$ cat src/pkg/adc_regs.svh
`ifndef ADC_REGS_SVH
`define ADC_REGS_SVH

// ****************************************
// converter constants
// ****************************************
`define ADC_RES_BITS    12
`define ADC_CHAN_BITS   2
`define ADC_BUF_DEPTH   2
`define ADC_HOST_CLKS   16
`define ADC_DATA_RST    12'h000
`define ADC_CHAN_RST    2'h0

`endif

$ cat src/pkg/adc_pkg.sv
package adc_pkg;

	// ****************************************
	// state types
	// ****************************************
	typedef enum logic [2:0] {
		CTL_IDLE,
		CTL_ARM,
		CTL_CONV,
		CTL_PDOWN
	} ctl_state_t;

	typedef enum logic [1:0] {
		ENG_IDLE,
		ENG_RUN,
		ENG_HOLD
	} eng_state_t;

endpackage : adc_pkg

$ cat src/pkg/result_if.sv
`timescale 1ns/1ns
interface result_if #(
	parameter int W = 12
);
	logic         valid;
	logic         ready;
	logic [W-1:0] data;

	modport src (output valid, output data, input ready);
	modport snk (input valid, input data, output ready);
endinterface : result_if

$ cat src/hdl/result_buf.sv
`timescale 1ns/1ns
module result_buf #(
	parameter int W     = 12,
	parameter int DEPTH = 2
) (
	// clock and reset
	input  wire logic         i_clk,
	input  wire logic         i_reset_n,
	// filling side
	result_if.snk             in_bus,
	// draining side
	output logic              o_out_valid,
	output logic [W-1:0]      o_out_data,
	input  wire logic         i_out_ready
);
	localparam int AW = (DEPTH > 1) ? $clog2(DEPTH) : 1;

	if (DEPTH < 2 || (DEPTH & (DEPTH - 1)) != 0) begin : g_bad_depth
		$error("result_buf depth must be a power of two, at least 2");
	end

	logic [W-1:0]  mem_q [DEPTH];
	logic [AW-1:0] wr_ptr_q;
	logic [AW-1:0] rd_ptr_q;
	logic [AW:0]   count_q;
	wire           push;
	wire           pop;

	assign in_bus.ready = (count_q != (AW+1)'(DEPTH));
	assign o_out_valid  = (count_q != '0);
	assign o_out_data   = mem_q[rd_ptr_q];
	assign push         = in_bus.valid & in_bus.ready;
	assign pop          = o_out_valid & i_out_ready;

	// ****************************************
	// storage, one flop row per entry
	// ****************************************
	for (genvar e = 0; e < DEPTH; e++) begin : g_entry
		always_ff @(posedge i_clk or negedge i_reset_n) begin
			if (!i_reset_n)
				mem_q[e] <= '0;
			else if (push && wr_ptr_q == AW'(e))
				mem_q[e] <= in_bus.data;
		end
	end

	always_ff @(posedge i_clk or negedge i_reset_n) begin
		if (!i_reset_n) begin
			wr_ptr_q <= '0;
			rd_ptr_q <= '0;
			count_q  <= '0;
		end else begin
			if (push)
				wr_ptr_q <= wr_ptr_q + AW'(1);
			if (pop)
				rd_ptr_q <= rd_ptr_q + AW'(1);
			if (push && !pop)
				count_q <= count_q + (AW+1)'(1);
			else if (pop && !push)
				count_q <= count_q - (AW+1)'(1);
		end
	end
endmodule : result_buf

$ cat src/hdl/sar_engine.sv
`timescale 1ns/1ns
module sar_engine #(
	parameter int WIDTH = 12
) (
	// clock and reset
	input  wire logic         i_clk,
	input  wire logic         i_reset_n,
	// control
	input  wire logic         i_start,
	input  wire logic         i_step,
	input  wire logic         i_comp,
	output logic [WIDTH-1:0]  o_trial,
	output logic              o_active,
	// finished word
	result_if.src             res
);
	if (WIDTH < 2) begin : g_bad_width
		$error("sar_engine width must be at least 2");
	end

	adc_pkg::eng_state_t state_q;
	logic [WIDTH-1:0]    code_q;
	logic [WIDTH-1:0]    mask_q;
	wire  [WIDTH-1:0]    trial;
	wire  [WIDTH-1:0]    kept;
	wire  [WIDTH-1:0]    msb_mask;

	assign msb_mask  = {1'b1, {(WIDTH-1){1'b0}}};
	assign trial     = code_q | mask_q;
	// comparator high: input at or above trial, bit stays set
	assign kept      = i_comp ? trial : code_q;  // [RL8]
	assign o_trial   = trial;
	assign o_active  = (state_q != adc_pkg::ENG_IDLE);
	assign res.valid = (state_q == adc_pkg::ENG_HOLD);
	assign res.data  = code_q;

	// ****************************************
	// one decision per conversion clock, msb first
	// ****************************************
	always_ff @(posedge i_clk or negedge i_reset_n) begin
		if (!i_reset_n) begin
			state_q <= adc_pkg::ENG_IDLE;
			code_q  <= '0;
			mask_q  <= '0;
		end else begin
			unique case (state_q)
				adc_pkg::ENG_IDLE: begin
					if (i_start) begin
						state_q <= adc_pkg::ENG_RUN;
						code_q  <= '0;
						mask_q  <= msb_mask;  // [RL3]
					end
				end
				adc_pkg::ENG_RUN: begin
					if (i_step) begin
						code_q <= kept;  // [RL3]
						mask_q <= mask_q >> 1;
						if (mask_q[0])
							state_q <= adc_pkg::ENG_HOLD;
					end
				end
				adc_pkg::ENG_HOLD: begin
					if (res.ready)
						state_q <= adc_pkg::ENG_IDLE;
				end
			endcase
		end
	end
endmodule : sar_engine

$ cat src/hdl/sar_adc_ctrl.sv
`timescale 1ns/1ns
`include "adc_regs.svh"

// What this block does
// RL1 - falling write strobe with select low and valid address starts a conversion
// RL2 - converting state begins at first conversion clock rise after write falls
// RL3 - one bit decided per conversion clock after the first, msb first, lsb on thirteenth
// RL4 - busy output held low throughout a conversion
// RL5 - busy rises when conversion ends; the 12-bit result is then readable; with the result buffer full, busy stays low until a read frees an entry
// RL6 - host gives sixteen conversion clocks per conversion
// RL7 - result bus driven only while select and read strobe both low
// RL8 - results coded straight binary, zero to full scale 0xFFF
// RL9 - valid result shown once select and read strobe are low
// RL10 - host reads only after busy has returned high
// RL11 - read rise with select low, low address high, busy high enters power-down
// RL12 - read rise with select low and low address low wakes the device
// RL13 - power-down turns all converter circuitry off
// RL14 - host should read each result straight after its conversion
// RL15 - host may capture the result on busy rising
// RL16 - two address lines pick one of four input channels
// RL17 - channel and sample latched at write fall; later address changes ignored
module sar_adc_ctrl #(
	parameter int WIDTH = `ADC_RES_BITS,
	parameter int DEPTH = `ADC_BUF_DEPTH
) (
	// clock and reset
	input  wire logic             i_clk,
	input  wire logic             i_reset_n,
	// host parallel bus
	input  wire logic             i_conv_clk,
	input  wire logic             i_cs_n,
	input  wire logic             i_wr_n,
	input  wire logic             i_rd_n,
	input  wire logic             i_low_addr_line,
	input  wire logic             i_high_addr_line,
	output logic                  o_busy_n,
	output logic [WIDTH-1:0]      o_data_out,
	output logic                  o_data_oe,
	// analog front end
	input  wire logic             i_comp,
	output logic [`ADC_CHAN_BITS-1:0] o_chan_sel,
	output logic                  o_hold,
	output logic [WIDTH-1:0]      o_capacitive_dac,
	output logic                  o_power_down
);
	if (WIDTH != `ADC_RES_BITS) begin : g_bad_width
		$error("sar_adc_ctrl supports only the 12-bit result width");
	end

	// ****************************************
	// pin history and edge decode
	// ****************************************
	logic conv_clk_q;
	logic wr_n_q;
	logic rd_n_q;
	logic sel_rd_q;

	wire  step;
	wire  wr_fall;
	wire  rd_rise;
	wire  sel_rd;
	wire  read_end;

	assign step     = i_conv_clk & ~conv_clk_q;
	assign wr_fall  = wr_n_q & ~i_wr_n;
	assign rd_rise  = ~rd_n_q & i_rd_n;
	assign sel_rd   = ~i_cs_n & ~i_rd_n;
	assign read_end = sel_rd_q & ~sel_rd;

	always_ff @(posedge i_clk or negedge i_reset_n) begin
		if (!i_reset_n) begin
			conv_clk_q <= 1'b0;
			wr_n_q     <= 1'b1;
			rd_n_q     <= 1'b1;
			sel_rd_q   <= 1'b0;
		end else begin
			conv_clk_q <= i_conv_clk;
			wr_n_q     <= i_wr_n;
			rd_n_q     <= i_rd_n;
			sel_rd_q   <= sel_rd;
		end
	end

	// ****************************************
	// control state machine
	// ****************************************
	adc_pkg::ctl_state_t state_q;
	adc_pkg::ctl_state_t state_d;

	logic busy_n_q;
	wire  start_req;
	wire  pd_enter;
	wire  pd_wake;
	wire  eng_start;
	wire  word_pushed;
	wire  in_pdown;

	result_if #(.W(WIDTH)) res_bus ();

	assign in_pdown    = (state_q == adc_pkg::CTL_PDOWN);
	assign start_req   = wr_fall & ~i_cs_n;  // [RL1]
	assign pd_enter    = rd_rise & ~i_cs_n & i_low_addr_line & busy_n_q;  // [RL11]
	assign pd_wake     = rd_rise & ~i_cs_n & ~i_low_addr_line;  // [RL12]
	assign eng_start   = (state_q == adc_pkg::CTL_ARM) & step;  // [RL2]
	assign word_pushed = res_bus.valid & res_bus.ready;

	always_comb begin
		state_d = state_q;
		unique case (state_q)
			adc_pkg::CTL_IDLE: begin
				if (start_req)
					state_d = adc_pkg::CTL_ARM;
				else if (pd_enter)
					state_d = adc_pkg::CTL_PDOWN;
			end
			adc_pkg::CTL_ARM: begin
				if (step)
					state_d = adc_pkg::CTL_CONV;  // [RL2]
			end
			adc_pkg::CTL_CONV: begin
				if (word_pushed)
					state_d = adc_pkg::CTL_IDLE;  // [RL5]
			end
			adc_pkg::CTL_PDOWN: begin
				if (pd_wake)
					state_d = adc_pkg::CTL_IDLE;  // [RL12]
			end
		endcase
	end

	always_ff @(posedge i_clk or negedge i_reset_n) begin
		if (!i_reset_n)
			state_q <= adc_pkg::CTL_IDLE;
		else
			state_q <= state_d;
	end

	// ****************************************
	// busy, hold and channel latch
	// ****************************************
	logic [`ADC_CHAN_BITS-1:0] chan_q;
	logic                      hold_q;

	always_ff @(posedge i_clk or negedge i_reset_n) begin
		if (!i_reset_n) begin
			busy_n_q <= 1'b1;
			hold_q   <= 1'b0;
			chan_q   <= `ADC_CHAN_RST;
		end else begin
			if (state_q == adc_pkg::CTL_IDLE && start_req) begin
				busy_n_q <= 1'b0;  // [RL4]
				hold_q   <= 1'b1;  // [RL17]
				chan_q   <= {i_high_addr_line, i_low_addr_line};  // [RL16] [RL17]
			end else if (state_q == adc_pkg::CTL_CONV && word_pushed) begin
				busy_n_q <= 1'b1;  // [RL5]
				hold_q   <= 1'b0;
			end
		end
	end

	// ****************************************
	// approximation engine and result buffer
	// ****************************************
	logic [WIDTH-1:0] trial;
	logic             eng_active;
	logic             buf_valid;
	logic [WIDTH-1:0] buf_head;
	wire              buf_pop;

	// a word leaves the buffer when its read cycle ends
	assign buf_pop = read_end & buf_valid;

	sar_engine #(
		.WIDTH (WIDTH)
	) u_engine (
		.i_clk     (i_clk),
		.i_reset_n (i_reset_n),
		.i_start   (eng_start),
		.i_step    (step),
		.i_comp    (i_comp),
		.o_trial   (trial),
		.o_active  (eng_active),
		.res       (res_bus.src)
	);

	result_buf #(
		.W     (WIDTH),
		.DEPTH (DEPTH)
	) u_buf (
		.i_clk       (i_clk),
		.i_reset_n   (i_reset_n),
		.in_bus      (res_bus.snk),
		.o_out_valid (buf_valid),
		.o_out_data  (buf_head),
		.i_out_ready (buf_pop)
	);

	// ****************************************
	// front end and read-out registers
	// ****************************************
	logic [WIDTH-1:0] dac_q;
	logic [WIDTH-1:0] data_q;
	logic             oe_q;
	logic             pdown_q;

	always_ff @(posedge i_clk or negedge i_reset_n) begin
		if (!i_reset_n) begin
			dac_q   <= `ADC_DATA_RST;
			data_q  <= `ADC_DATA_RST;
			oe_q    <= 1'b0;
			pdown_q <= 1'b0;
		end else begin
			pdown_q <= (state_d == adc_pkg::CTL_PDOWN);  // [RL13]
			dac_q   <= (eng_active && !in_pdown) ? trial : `ADC_DATA_RST;  // [RL13]
			oe_q    <= sel_rd & ~in_pdown;  // [RL7]
			if (buf_valid && !in_pdown)
				data_q <= buf_head;  // [RL9]
		end
	end

	assign o_busy_n         = busy_n_q;
	assign o_data_out       = data_q;
	assign o_data_oe        = oe_q;
	assign o_chan_sel       = chan_q;
	assign o_hold           = hold_q;
	assign o_capacitive_dac = dac_q;
	assign o_power_down     = pdown_q;
endmodule : sar_adc_ctrl

$ cat config.mk
export PLATFORM = sky130hd
export DESIGN_NAME = sar_adc_ctrl
export DESIGN_NICKNAME = d
export VERILOG_FILES = /design/src/pkg/adc_pkg.sv /design/src/pkg/result_if.sv /design/src/hdl/result_buf.sv /design/src/hdl/sar_engine.sv /design/src/hdl/sar_adc_ctrl.sv
export VERILOG_INCLUDE_DIRS = /design/src /design/src/pkg
export SDC_FILE = /design/constraint.sdc
export NUM_CORES = 1
export LEC_CHECK = 0
export ABC_AREA = 1
export BUFFER_PORTS_ARGS = -buffer_cell sky130_fd_sc_hd__buf_4
export CORE_MARGIN = 2
export CORE_UTILIZATION = 56
export CTS_BUF_LIST = sky130_fd_sc_hd__clkbuf_2
export CTS_CLUSTER_DIAMETER = 30
export CTS_CLUSTER_SIZE = 30
export DETAILED_ROUTE_END_ITERATION = 6
export GPL_TIMING_DRIVEN = 0
export MAX_ROUTING_LAYER = met4
export PLACE_DENSITY = 0.77
export SYNTH_ARGS = -nofsm -noshare
export SYNTH_HDL_FRONTEND = slang
export SYNTH_SLANG_ARGS = --single-unit
$ cat constraint.sdc
create_clock -name i_clk -period 2.9 [get_ports i_clk]
set_input_delay 0.29 -clock i_clk [delete_from_list [all_inputs] [get_ports i_clk]]
set_output_delay 0.29 -clock i_clk [all_outputs]
set_load 0.05 [all_outputs]
======== Word level (Yosys, flattened, before mapping) ========
Cells that the tools add are included.
operators by class
  eq/ne operators ......................... 12
  $add $sub $neg .......................... 4
  reduce and logical (&&, ||, !) cells .... 21
  order comparisons ....................... 1
  muxes and demuxes ....................... 28
  bitwise gates (word level) .............. 26
operators with widths
  cell                                                      number
  2-to-1 mux 12 bit                                         9
  one-hot mux 12 bit (2 select lines)                       2
  bitwise AND 1 bit                                         15
  2-to-1 mux 3 bit                                          5
  2-to-1 mux 2 bit                                          6
  OR 12 bit                                                 1
  one-hot mux 3 bit (4 select lines)                        1
  inequality test 2 bit, second input constant              5
  nonzero test 2 bit                                        5
  equality test 3 x 2 -> 1 bit, second input constant       3
  NOT 1 bit                                                 9
  logical AND 1 bit                                         8
  AND reduction 4 bit                                       2
  one-hot mux 2 bit (3 select lines)                        1
  2-to-1 mux 1 bit                                          4
  equality test 3 x 1 -> 1 bit, second input constant       1
  logical NOT 1 bit                                         3
  logical NOT 3 bit                                         1
  AND reduction 3 bit                                       1
  adder 1 bit, second input constant                        2
  adder 2 x 1 -> 2 bit, second input constant               1
  equality test 2 x 1 -> 1 bit, second input constant       1
  equality test 2 bit, second input constant                1
  greater-or-equal comparator 2 bit, second input constant  1
  other kinds (4)                                           4
word-level totals
  logic and storage cells ................. 112
  bits in registers ....................... 91
  output and inout port bits .............. 30

======== Logic depth before layout (Yosys ltp) ========
Gate-level depths: netlist (run 1).
  depth after elaboration ................. 9
  depth in mapped cells ................... 10
  depth with buffers taken out ............ 9

======== Cells and area by module ========
A second synthesis (run 1) with hierarchy kept.
unflattened totals
  cell total of the unflattened synthesis .. 522
  area total of the unflattened synthesis .. 4215.3 sq um
by module, submodules not included
  module        area each (sq um)  times used  cells an instance  sequential area each (sq um)
  sar_adc_ctrl  1482.7             1           160                929.6
  result_buf    1375.1             1           173                700.7
  sar_engine    1357.6             1           189                650.6

======== Worst setup path before layout (run 1) ========
Ideal clock, no wire load.
  path type ............................... register to register
  start point ............................. reg u_engine.state_q[0]
  end point ............................... reg u_buf.count_q[1]
  period minus slack after synthesis ...... 1.496 ns
  slack ................................... 1.404 ns
  path buffers ............................ 0
  cell stages (with the launch flop) ...... 9
  data required time ...................... 2.769 ns
  arrival ................................. 1.365 ns
  path through ............................ dfrtp_1 > inv_1 > ha_1 > nand2_2 > inv_1 > ha_1 > a21oi_1 > o21ai_0 > xor2_1
between the ends
  word-level cells in the longest chain between the ends .. 5
  elaborated cells between the ends (all ways) .. 7
  classes of those cells .................. eq/ne: 1; mux: 1; bitwise: 1; reduce/logical: 4
ends and longest elaborated chain
  element                       RTL line          text
  start, declared               sar_engine.sv:21  adc_pkg::eng_state_t state_q;
  start signal, assigned        sar_engine.sv:42  state_q <= adc_pkg::ENG_IDLE;
  start signal, assigned        sar_engine.sv:49  state_q <= adc_pkg::ENG_RUN;
  start signal, assigned        sar_engine.sv:59  state_q <= adc_pkg::ENG_HOLD;
  equality test 2 bit (*)       sar_engine.sv:34  assign res.valid = (state_q == adc_pkg::ENG_HOLD);
  bitwise AND 1 bit (*)         result_buf.sv:32  assign push = in_bus.valid & in_bus.ready;
  named net u_buf.push          result_buf.sv:26  wire push;
  logical NOT 1 bit             result_buf.sv:59  else if (pop && !push)
  logical AND 1 bit             result_buf.sv:59
  nonzero test 2 bit (no line)  n/a
  end signal, assigned          result_buf.sv:58  count_q <= count_q + (AW+1)'(1);
  end signal, assigned          result_buf.sv:60  count_q <= count_q - (AW+1)'(1);
  end, declared                 result_buf.sv:25  logic [AW:0] count_q;
Mark *: on every way through the listed nets, which the timed path passes. The rest lies on a longest branch.
A chain may end at the register's enable or synchronous reset.

======== Worst setup path after layout (run 1) ========
  start point ............................. reg u_engine.state_q[0]
  end point ............................... reg u_engine.mask_q[10]
between the ends
  word-level cells in the longest chain between the ends .. 3
  elaborated cells between the ends (all ways) .. 7
  classes of those cells .................. eq/ne: 3; mux: 1; reduce/logical: 3
ends and longest elaborated chain
  element                                                                RTL line          text
  equality test 2 x 1 -> 1 bit or logical NOT 2 bit (tied branches)      sar_engine.sv:46  unique case (state_q)
  inequality test 2 bit (no line) or nonzero test 2 bit (tied branches)  n/a
  AND reduction 3 bit (no line)                                          n/a
  end signal, assigned                                                   sar_engine.sv:51  mask_q <= msb_mask;
  end signal, assigned                                                   sar_engine.sv:57  mask_q <= mask_q >> 1;
  end, declared                                                          sar_engine.sv:23  logic [WIDTH-1:0] mask_q;
Several ways; a longest one is shown, not always the timed one.

==> results of run 1 <==
## state kept, by name, summed over array words and instances, names as in the netlist
register           count
o_power_down           1
o_chan_sel             2
u_engine.res.data     12
conv_clk_q             1
u_buf.mem_q           24
o_data_oe              1
o_busy_n               1
wr_n_q                 1
o_data_out            12
rd_n_q                 1
u_engine.mask_q       12
u_buf.rd_ptr_q         1
u_buf.wr_ptr_q         1
u_buf.count_q          2
o_hold                 1
state_q                3
o_capacitive_dac      12
u_engine.state_q       2
sel_rd_q               1
## report_power, final
group          switching [mW]  total [mW]  internal [mW]
registers               0.292        2.09           1.80
logic                    1.75        2.56          0.815
clock network           0.406       0.609          0.202
## worst register-to-register path: stages, from the launching register on
cell and delay (ns):
sky130_fd_sc_hd__dfrtp_1 0.40, sky130_fd_sc_hd__inv_1 0.07, sky130_fd_sc_hd__ha_1 0.23, sky130_fd_sc_hd__inv_1 0.11
sky130_fd_sc_hd__nand2_1 0.10, sky130_fd_sc_hd__nand2_1 0.11, sky130_fd_sc_hd__nand2_1 0.11, sky130_fd_sc_hd__a21oi_1 0.17
sky130_fd_sc_hd__buf_2 0.24, sky130_fd_sc_hd__o21ai_0 0.11
## cells by family (layout without fill, tap and decap cells)
| family | count (synthesis) | in the layout | share of synthesized area (%) |
|---|---|---|---|
| flip-flops | 91 | 91 | 60.71 |
| multiplexers | 12 | 12 | 3.197 |
| buffers and inverters | 60 | 120 | 7.059 |
| AO/OA/AOI/OAI | 98 | 98 | 14.42 |
| adder cells (fa/ha/maj) | 4 | 4 | 1.332 |
| XOR/XNOR | 3 | 3 | 0.6994 |
| AND/OR/NAND/NOR | 113 | 113 | 12.59 |
## layout by cell type, fill, tap and decap left out
master                          Yosys  routed
sky130_fd_sc_hd__o21a_1             1       1
sky130_fd_sc_hd__dfrtp_1           88      88
sky130_fd_sc_hd__or2_1              1       1
sky130_fd_sc_hd__nand3_1           11      11
sky130_fd_sc_hd__buf_2              8       8
sky130_fd_sc_hd__bufinv_16          0       1
sky130_fd_sc_hd__mux2i_1           12      12
sky130_fd_sc_hd__dlygate4sd3_1      0       6
sky130_fd_sc_hd__buf_6              3       3
sky130_fd_sc_hd__or2_0              1       1
sky130_fd_sc_hd__inv_1             42      42
sky130_fd_sc_hd__buf_1              1       1
sky130_fd_sc_hd__clkinv_1           0       2
sky130_fd_sc_hd__o21ai_2           12      12
sky130_fd_sc_hd__o21ai_1            7       7
sky130_fd_sc_hd__nand3b_1           2       2
sky130_fd_sc_hd__a21oi_2            1       1
sky130_fd_sc_hd__clkinv_4           0       1
sky130_fd_sc_hd__nand2_2            2       2
sky130_fd_sc_hd__buf_4              2      40
sky130_fd_sc_hd__a21oi_1           27      27
sky130_fd_sc_hd__clkbuf_1           1       1
sky130_fd_sc_hd__nor2_1            22      22
sky130_fd_sc_hd__dfstp_2            3       3
sky130_fd_sc_hd__xnor2_1            2       2
sky130_fd_sc_hd__and2_1             1       1
sky130_fd_sc_hd__clkinvlp_4         0       1
sky130_fd_sc_hd__clkbuf_2           0      11
sky130_fd_sc_hd__nand2_1           68      68
sky130_fd_sc_hd__o21ai_0           50      50
sky130_fd_sc_hd__ha_1               4       4
sky130_fd_sc_hd__nand4_2            1       1
sky130_fd_sc_hd__nor3_1             3       3
sky130_fd_sc_hd__nand4_1            1       1
sky130_fd_sc_hd__inv_2              3       3
sky130_fd_sc_hd__xor2_1             1       1
## path summary, 6_finish.rpt
| check | slack, ns | end | startpoint | cells past startpoint |
|---|---|---|---|---|
| max in group asynchronous | 1.73 | u_buf.mem_q[2]$_DFFE_PN0P_ | i_reset_n | 2 |
| max reg2reg | 1.17 | u_engine.mask_q[10]$_DFFE_PN0P_ | u_engine.state_q[0]$_DFFE_PN0P_ | 9 |
| min in group asynchronous | 0.46 | o_capacitive_dac[3]$_DFF_PN0_ | i_reset_n | 2 |
| min reg2reg | 0.50 | o_chan_sel[1]$_DFFE_PN0P_ | o_chan_sel[1]$_DFFE_PN0P_ | 2 |
| max | 1.17 | u_engine.mask_q[10]$_DFFE_PN0P_ | u_engine.state_q[0]$_DFFE_PN0P_ | 9 |
| min | 0.04 | o_chan_sel[0]$_DFFE_PN0P_ | i_low_addr_line | 3 |
## final cells by class
cell class                 instances  area [um^2]  area share (%)
sequential                        91         2281           52.95
buffer                            15        96.34           2.236
inverter                          45        168.9           3.921
timing repair buffer              44        345.3           8.016
tap                               77        96.34           2.236
multi-input combinational        230         1211           28.11
clock buffer                      11        55.05           1.278
clock inverter                     5        53.80           1.249
## stage by stage
step | hold slack (ns) | cells
after floorplan | -0.005591 | 381
after global placement | 0.4052 | 496
after detailed placement | 0.4109 | 496
after CTS | 0.009712 | 518
after global routing | 0.02891 | 518
final | 0.03622 | 518
## per-layer routing
layer  wire, um  share of wire (%)  up-vias
met3        289                4.1       11
met5          0                  0        -
li1           -                  -     1353
met2       3347                 47       56
met4        106                1.5        0
met1       3362                 47     1284
==> reports/qor.yml, run 1 <==
cell_types_with_the_highest_counts_after_synthesis: "88 x sky130_fd_sc_hd__dfrtp_1, 68 x sky130_fd_sc_hd__nand2_1, 50 x sky130_fd_sc_hd__o21ai_0"
cts.hold.buffers_added: 6
grt_setup_unrepaired: "no"
gp_routability_congestion: 0.8058
synth_top_area_share_pct: 58.61
synthToLayoutAreaGrowth_pct: 14.65
fin_nets: 449
clk-insertion-delay-late_ns: 0.54
via_count: 2704
critical-path-top-cell-by-count: "sky130_fd_sc_hd__nand2_1"
grt_max_degree: 92
routed_wirelength_um: 7105
yosysTopAreaCell: "sky130_fd_sc_hd__dfrtp_1"
grt.met3_usage_pct: 2.887
tritoncts.num_buffers: 9
synth_enable_flop_cells: 0
width_of_the_chip_um: 85.91
crit_path_top_delay_cell: "sky130_fd_sc_hd__dfrtp_1"
max_freq_mhz: 578.3
slew_headroom_pct: 26.45
grt_busiest_layer: "met2"
global_route.usage.total_pct: 21.80
first_global_vias: 2567
final.setup.tns_ns: 0
path_class: "reg2reg"
cts_tree: "built"
cts.clk_slew.worst_paths_ns: 0.22
ant_nets: 0
ys_dominant_reg_cell: "sky130_fd_sc_hd__dfrtp_1"
report.final.slew_viol_count: 0
drt_first_pass_iters: 4
clockRootBuffer: "sky130_fd_sc_hd__clkbuf_2"
fp.dieH_um: 85.91
finalCritPeriodShare_pct: 59.62
fillerInstances: 523
cp_num_buf_inv: 3
io_pins: 39
grt_overflow_total: 0
synthTopCellsByArea: "sky130_fd_sc_hd__dfrtp_1 59%, sky130_fd_sc_hd__nand2_1 6.8%, sky130_fd_sc_hd__o21ai_0 6.7%"
power.ir.vdd_worst_mv: 0.5917
globalRouteMet2Util_pct: 31.57
ys_seq_area_share_pct: 60.71
cell_rows: 29
vias_per_instance: 5.220
post-route-drc-count: 0
initialDrtViolationCount: 151
port-buffer-count: 38
timing.critical_path.from_type: "flip-flop"
timing.clock.skew_ns: 0.02464
number_of_distinct_library_cells_after_synthesis: 30
worst_setup_path_end_kind: "flip-flop"
worstPathArrival_ns: 2.17
hold_viol_final: 0
die-area_um2: 7381
pd_cells_nw_per_um2: 1221
start_util_pct: 58.50
outcome: "completed"
number_of_setup_violations_in_the_final_report: 0
antennaDiodeCount: 0
worst_hold_path_type: "in2reg"
path_max_fanout: 10
pre_cts_ws_ns: 1.208
synthCells: 381
cellLeakagePower_nw: 2.101
cts-root-to-sink-buffers: 2
layout.core_utilization_pct: 67.08
detail_route.wl_per_cell_um: 13.72
crit_required_ns: 3.34
wire_length_of_the_first_global_routing_pass_um: 12080
grt_antenna_before_repair: 0
grtUsageMet1_pct: 31.53
finalCriticalPeriod_ns: 1.729
timing.max_cap.violations: 0
power.total_mw: 5.260
core_region_area_um2: 6422
synthesis.yosys.warnings: 0
yosysMostFrequentCell: "sky130_fd_sc_hd__dfrtp_1"
numClockSinks: 91
h-tree-depth: 3
placed_cell_area_um2: 4139
final.setup.worst_slack_ns: 1.171
synthesis.nets: 394
postCtsResizedCells: 0
drive_above_1_share_pct: 19.73
stdcell_area_um2: 4308
cp_cell_sequence: "inv_1 -> ha_1 -> inv_1 -> nand2_1 -> nand2_1 -> nand2_1 -> a21oi_1 -> buf_2 -> o21ai_0"
post-cts-setup-buffers: 0
critPathMaxStageDelay_ns: 0.40
detailedPlacementHpwl_um: 4795
worst_pin_slew_ns: 1.103
syn-mean-instance-area_um2: 9.862
synth-seq-cells: 91
asyncSetResetFlopFracSynth_pct: 100.0
post_synth_instance_area_um2: 3757
path_delay_family: "buffers and inverters"
Note: power is estimated with default switching activity, not from simulation.
==> run 2: changes to the inputs <==
Settings changed: CORE_UTILIZATION 56 to 55, PLACE_DENSITY 0.77 to 0.79.
Clock period 2.9 ns to 1.5 ns, I/O delays scaled along.
==> reports/qor.yml, run 2 (synthesis results as in run 1) <==
grt_overflow_total: 0
filler_free_cell_count_of_the_finished_design: 534
cell_rows: 30
max_freq_mhz: 639.0
clockRootBuffer: "sky130_fd_sc_hd__clkbuf_2"
initialDrtViolationCount: 241
routed_wirelength_um: 8681
placedCellCount: 499
worst-r2r-setup-slack_ns: -0.07
synthToLayoutAreaGrowth_pct: 28.01
min_delay_path_depth: 5
via_count: 2964
registers.top_by_ff_count: "u_buf.mem_q"
width_of_the_chip_um: 86.66
layout.core_utilization_pct: 71.58
numClockSinks: 91
antennaDiodeCount: 0
report.final.slew_viol_count: 0
timing.critical_path.from_type: "flip-flop"
cts-root-to-sink-buffers: 2
grt_max_degree: 92
wire_length_of_the_first_global_routing_pass_um: 13430
die-area_um2: 7509
core_region_area_um2: 6719
fin_worst_hold_slack_ns: 0.2233
worst_setup_path_end_kind: "flip-flop"
finalCritPeriodShare_pct: 104.3
layout.cells.most_common_list: "87 x sky130_fd_sc_hd__dfrtp_1, 47 x sky130_fd_sc_hd__nand2_1, 46 x sky130_fd_sc_hd__buf_4"
cts_tree: "built"
global_route.usage.total_pct: 23.62
port-buffer-count: 38
hold_path.startpoint: "i_comp"
post-route-drc-count: 0
ff2ff_path_depth: 8
gp_routability_congestion: 0.8329
final.setup.worst_slack_ns: -0.06506
worst_pin_slew_ns: 1.102
timing.max_cap.violations: 0
ant_nets: 0
fp.dieH_um: 86.66
path_max_fanout: 9
drive_above_1_share_pct: 33.48
timing.rr.start: "u_engine.state_q[0]$_DFFE_PN0P_"
cts.clk_slew.worst_paths_ns: 0.24
grt_setup_unrepaired: "yes"
final.setup.tns_ns: -1.155
worst_hold_path_type: "in2reg"
stdcell_area_um2: 4810
number_of_setup_violations_in_the_final_report: 35
io_pins: 39
fin_nets: 464
drt_first_pass_iters: 5
hold_viol_final: 0
pd_cells_nw_per_um2: 2453
worstPathArrival_ns: 2.01
clk-insertion-delay-late_ns: 0.53
outcome: "finished with violations"
grt_antenna_before_repair: 0
largest_reg_flops: 24
most_common_library_cell_in_the_layout_ignoring_fill_and_taps: "sky130_fd_sc_hd__dfrtp_1"
fillerInstances: 439
min_to: "u_engine.res.data[2]$_DFFE_PN0P_"
path_class: "reg2reg"
start_util_pct: 55.92
placed_cell_area_um2: 4143
vias_per_instance: 5.551
detailedPlacementHpwl_um: 4914
slew_headroom_pct: 26.50
first_global_vias: 2782
timing.clock.skew_ns: 0.02521
timing.rr.end: "u_buf.mem_q[17]$_DFFE_PN0P_"
detail_route.wl_per_cell_um: 16.26
crit_required_ns: 1.94
finalCriticalPeriod_ns: 1.565
tritoncts.num_buffers: 9
violated_checks: "negative setup slack"
h-tree-depth: 3
power.ir.vdd_worst_mv: 1.007
cellLeakagePower_nw: 2.266
==> run 2: repair_timing <==
| item | in CTS | in global routing |
|---|---|---|
| pin swaps | 4 | 9 |
| resized for setup | 49 | 81 |
| endpoints found under the hold margin | 95 | 0 |
| setup buffers | 3 | 4 |
| cloned | 3 | 4 |
| endpoints found under the setup margin | 49 | 65 |
| hold buffers | 7 | 0 |
==> run 2: layout make-up <==
type | count | area [um^2] | area share [%]
buffer | 15 | 153.9 | 3.200
clock buffer | 9 | 45.04 | 0.9365
clock inverter | 5 | 56.30 | 1.171
inverter | 45 | 176.4 | 3.668
multi-input combinational | 230 | 1480 | 30.78
sequential | 91 | 2282 | 47.45
tap | 80 | 100.1 | 2.081
timing repair buffer | 59 | 515.5 | 10.72
==> run 2: worst max-delay path, stage by stage, from the launching register on <==
cell and delay (ns):
sky130_fd_sc_hd__dfrtp_1 0.47, sky130_fd_sc_hd__inv_2 0.13, sky130_fd_sc_hd__ha_4 0.16, sky130_fd_sc_hd__nand2_4 0.06, sky130_fd_sc_hd__or2_1 0.23, sky130_fd_sc_hd__buf_6 0.16
sky130_fd_sc_hd__clkbuf_16 0.17, sky130_fd_sc_hd__nand2_2 0.06, sky130_fd_sc_hd__o21ai_2 0.05
==> run 2: report_power, final <==
group          switching, mW  total, mW  internal, mW
clock network          0.791       1.15         0.359
logic                   4.15       6.50          2.35
registers              0.674       4.15          3.48
total                   5.61       11.8          6.19
==> run 2: worst max path at each step <==
stage                                     from                                 to  slack, ns  cells after the start
6_report       u_engine.state_q[0]$_DFFE_PN0P_        u_buf.mem_q[17]$_DFFE_PN0P_      -0.07                      8
2_1_floorplan  u_engine.state_q[0]$_DFFE_PN0P_       u_buf.count_q[1]$_DFFE_PN0P_      0.004                      8
4_1_cts        u_engine.state_q[0]$_DFFE_PN0P_        u_buf.mem_q[21]$_DFFE_PN0P_      -0.02                      8
3_3_place_gp   u_engine.state_q[1]$_DFFE_PN0P_     u_engine.mask_q[6]$_DFFE_PN0P_      -0.12                      9
3_5_place_dp   u_engine.state_q[1]$_DFFE_PN0P_     u_engine.mask_q[6]$_DFFE_PN0P_      -0.18                      9
5_1_grt        u_engine.state_q[0]$_DFFE_PN0P_  u_engine.res.data[11]$_DFFE_PN0P_      -0.14                      9
==> run 2: layer usage <==
| layer | wire length (um) | GRT usage, % |
|---|---|---|
| met1 | 3639 | 31.53 |
| met2 | 4448 | 37.20 |
| met3 | 441 | 3.619 |
| met4 | 153 | 8.239 |
| met5 | 0 | - |
==> run 2: metrics by stage <==
stage                     power (mW)  setup WS (ns)
final                          11.80       -0.06506
after global routing           12.51        -0.1428
after CTS                      10.83       -0.01552
after detailed placement       9.062        -0.1777
after global placement         8.884        -0.1189
after floorplan                7.643       0.003816
==> run 3: changes to the inputs <==
Settings changed: BUFFER_PORTS_ARGS -buffer_cell sky130_fd_sc_hd__buf_4 to default, CORE_UTILIZATION 55 to 56, DONT_BUFFER_PORTS from default to 1, PLACE_DENSITY 0.79 to 0.75, SETUP_SLACK_MARGIN from default to 0.5.
==> reports/qor.yml, run 3 (synthesis results as in run 1) <==
outcome: "finished with violations"
violated_checks: "negative hold slack, negative setup slack"
gp_routability_congestion: 0.8124
report.final.slew_viol_count: 0
fp.dieH_um: 85.91
port-buffer-count: 0
pre_cts_ws_ns: -0.1047
die-area_um2: 7381
critical-path-top-cell-by-count: "sky130_fd_sc_hd__nand2_2"
path_max_fanout: 7
post-route-drc-count: 0
core_region_area_um2: 6422
global_route.usage.total_pct: 25.46
routed_wirelength_um: 9826
worst_pin_slew_ns: 0.3862
detail_route.wl_per_cell_um: 19.08
via_count: 2976
io_pins: 39
wire_length_of_the_first_global_routing_pass_um: 13980
crit_required_ns: 1.98
worst_setup_path_end_kind: "flip-flop"
initialDrtViolationCount: 265
antennaDiodeCount: 0
path_class: "reg2reg"
placedCellCount: 458
grt_antenna_before_repair: 0
start_util_pct: 58.50
worstPathArrival_ns: 2.07
multiInputGateArea_um2: 1803
filler_free_cell_count_of_the_finished_design: 515
cts-root-to-sink-buffers: 2
timing.max_cap.violations: 0
detailedPlacementHpwl_um: 4844
cts.clk_slew.worst_paths_ns: 0.27
worst_hold_path_type: "in2async"
fillerInstances: 314
cell_rows: 29
drt_first_pass_iters: 5
cts_tree: "built"
drive_above_1_share_pct: 52.74
first_global_vias: 2920
most_common_library_cell_in_the_layout_ignoring_fill_and_taps: "sky130_fd_sc_hd__dfrtp_1"
layout.cells.most_common_list: "56 x sky130_fd_sc_hd__dfrtp_1, 35 x sky130_fd_sc_hd__inv_1, 32 x sky130_fd_sc_hd__dfrtp_2"
slew_headroom_pct: 73.98
max_freq_mhz: 632.2
registers.top_by_ff_count: "u_buf.mem_q"
clockRootBuffer: "sky130_fd_sc_hd__clkbuf_2"
timing.critical_path.from_type: "flip-flop"
fin_worst_hold_slack_ns: -0.7794
vias_per_instance: 5.779
timing.rr.start: "state_q[1]$_DFF_PN0_"
timing.clock.skew_ns: 0.02470
finalCritPeriodShare_pct: 105.5
worst_setup_path_startpoint: "state_q[1]$_DFF_PN0_"
tritoncts.num_buffers: 9
number_of_setup_violations_in_the_final_report: 33
finalCriticalPeriod_ns: 1.582
fin_nets: 446
crit_path_top_delay_cell: "sky130_fd_sc_hd__dfrtp_2"
grt_overflow_total: 0
hold_viol_final: 91
h-tree-depth: 3
cts.hold.buffers_added: 6
critPathMaxStageDelay_ns: 0.50
grt_max_degree: 92
final.setup.worst_slack_ns: -0.08179
largest_reg_flops: 24
cp_cell_sequence: "inv_1 -> nand3_1 -> nand2_2 -> nand4_4 -> buf_6 -> nand2_2 -> o21ai_2"
clk-insertion-delay-late_ns: 0.57
seq_area_um2: 2325
width_of_the_chip_um: 85.91
grt_setup_unrepaired: "yes"
numClockSinks: 91
ant_nets: 0
synthToLayoutAreaGrowth_pct: 38.36
==> run 3: metal layers <==
layer,track usage [%],up-vias,part of all wire [%]
li1,-,1347,-
met1,33.44,1484,41
met2,39.82,111,51
met3,4.620,34,4.0
met4,9.668,0,3.9
met5,-,-,0
==> run 3: stage by stage <==
step | TNS, ns | cell area [um^2] | utilization (%) | hold slack, ns
final | -1.186 | 5199 | 80.95 | -0.7794
after global routing | -2.657 | 5199 | 80.95 | -0.8180
after CTS | -0.03285 | 4679 | 72.86 | -0.8023
after detailed placement | -1.613 | 3946 | 61.45 | -0.1428
after global placement | -0.4670 | 3946 | 61.45 | -0.1428
after floorplan | 0 | 3850 | - | -0.1456
==> run 3: worst max-delay path: cells and delay by family, from the launching register on <==
| family | cells | cell delay [ns] |
|---|---|---|
| simple gates | 4 | 0.56 |
| buf+inv | 2 | 0.39 |
| compound gates | 1 | 0.06 |
| flops | 1 | 0.50 |
==> run 3: layout make-up <==
type,count,share of cell area (%)
plain buffers,15,3.755
multi-input cells,230,34.68
clock inverters,7,1.564
well taps,77,1.853
inverters,45,3.682
flip-flops and latches,91,44.72
repair buffers,41,8.881
clock buffers,9,0.8664
==> run 3: worst paths after layout <==
kind,end,slack [ns],cells after the start
max in group asynchronous,rd_n_q$_DFF_PN1_,2.08,0
worst max-delay path,u_engine.res.data[10]$_DFFE_PN0P_,-0.08,7
worst min register to register,u_buf.mem_q[7]$_DFFE_PN0P_,0.52,2
worst max register to register,u_engine.res.data[10]$_DFFE_PN0P_,-0.08,7
min in group i_clk,wr_n_q$_DFF_PN1_,0.13,1
worst min-delay path,u_buf.mem_q[4]$_DFFE_PN0P_,-0.78,0
==> run 3: what timing repair did <==
item                                    CTS  global route
pin swaps                                19            23
cloned                                    6             2
setup buffers                            13            14
hold endpoints to repair                104            91
endpoints found under the setup margin  116           116
gates resized for setup                 146           110
Power of run 3 is not shown: default switching activity piles up to over one toggle a cycle in this logic, so the estimate is an artifact.
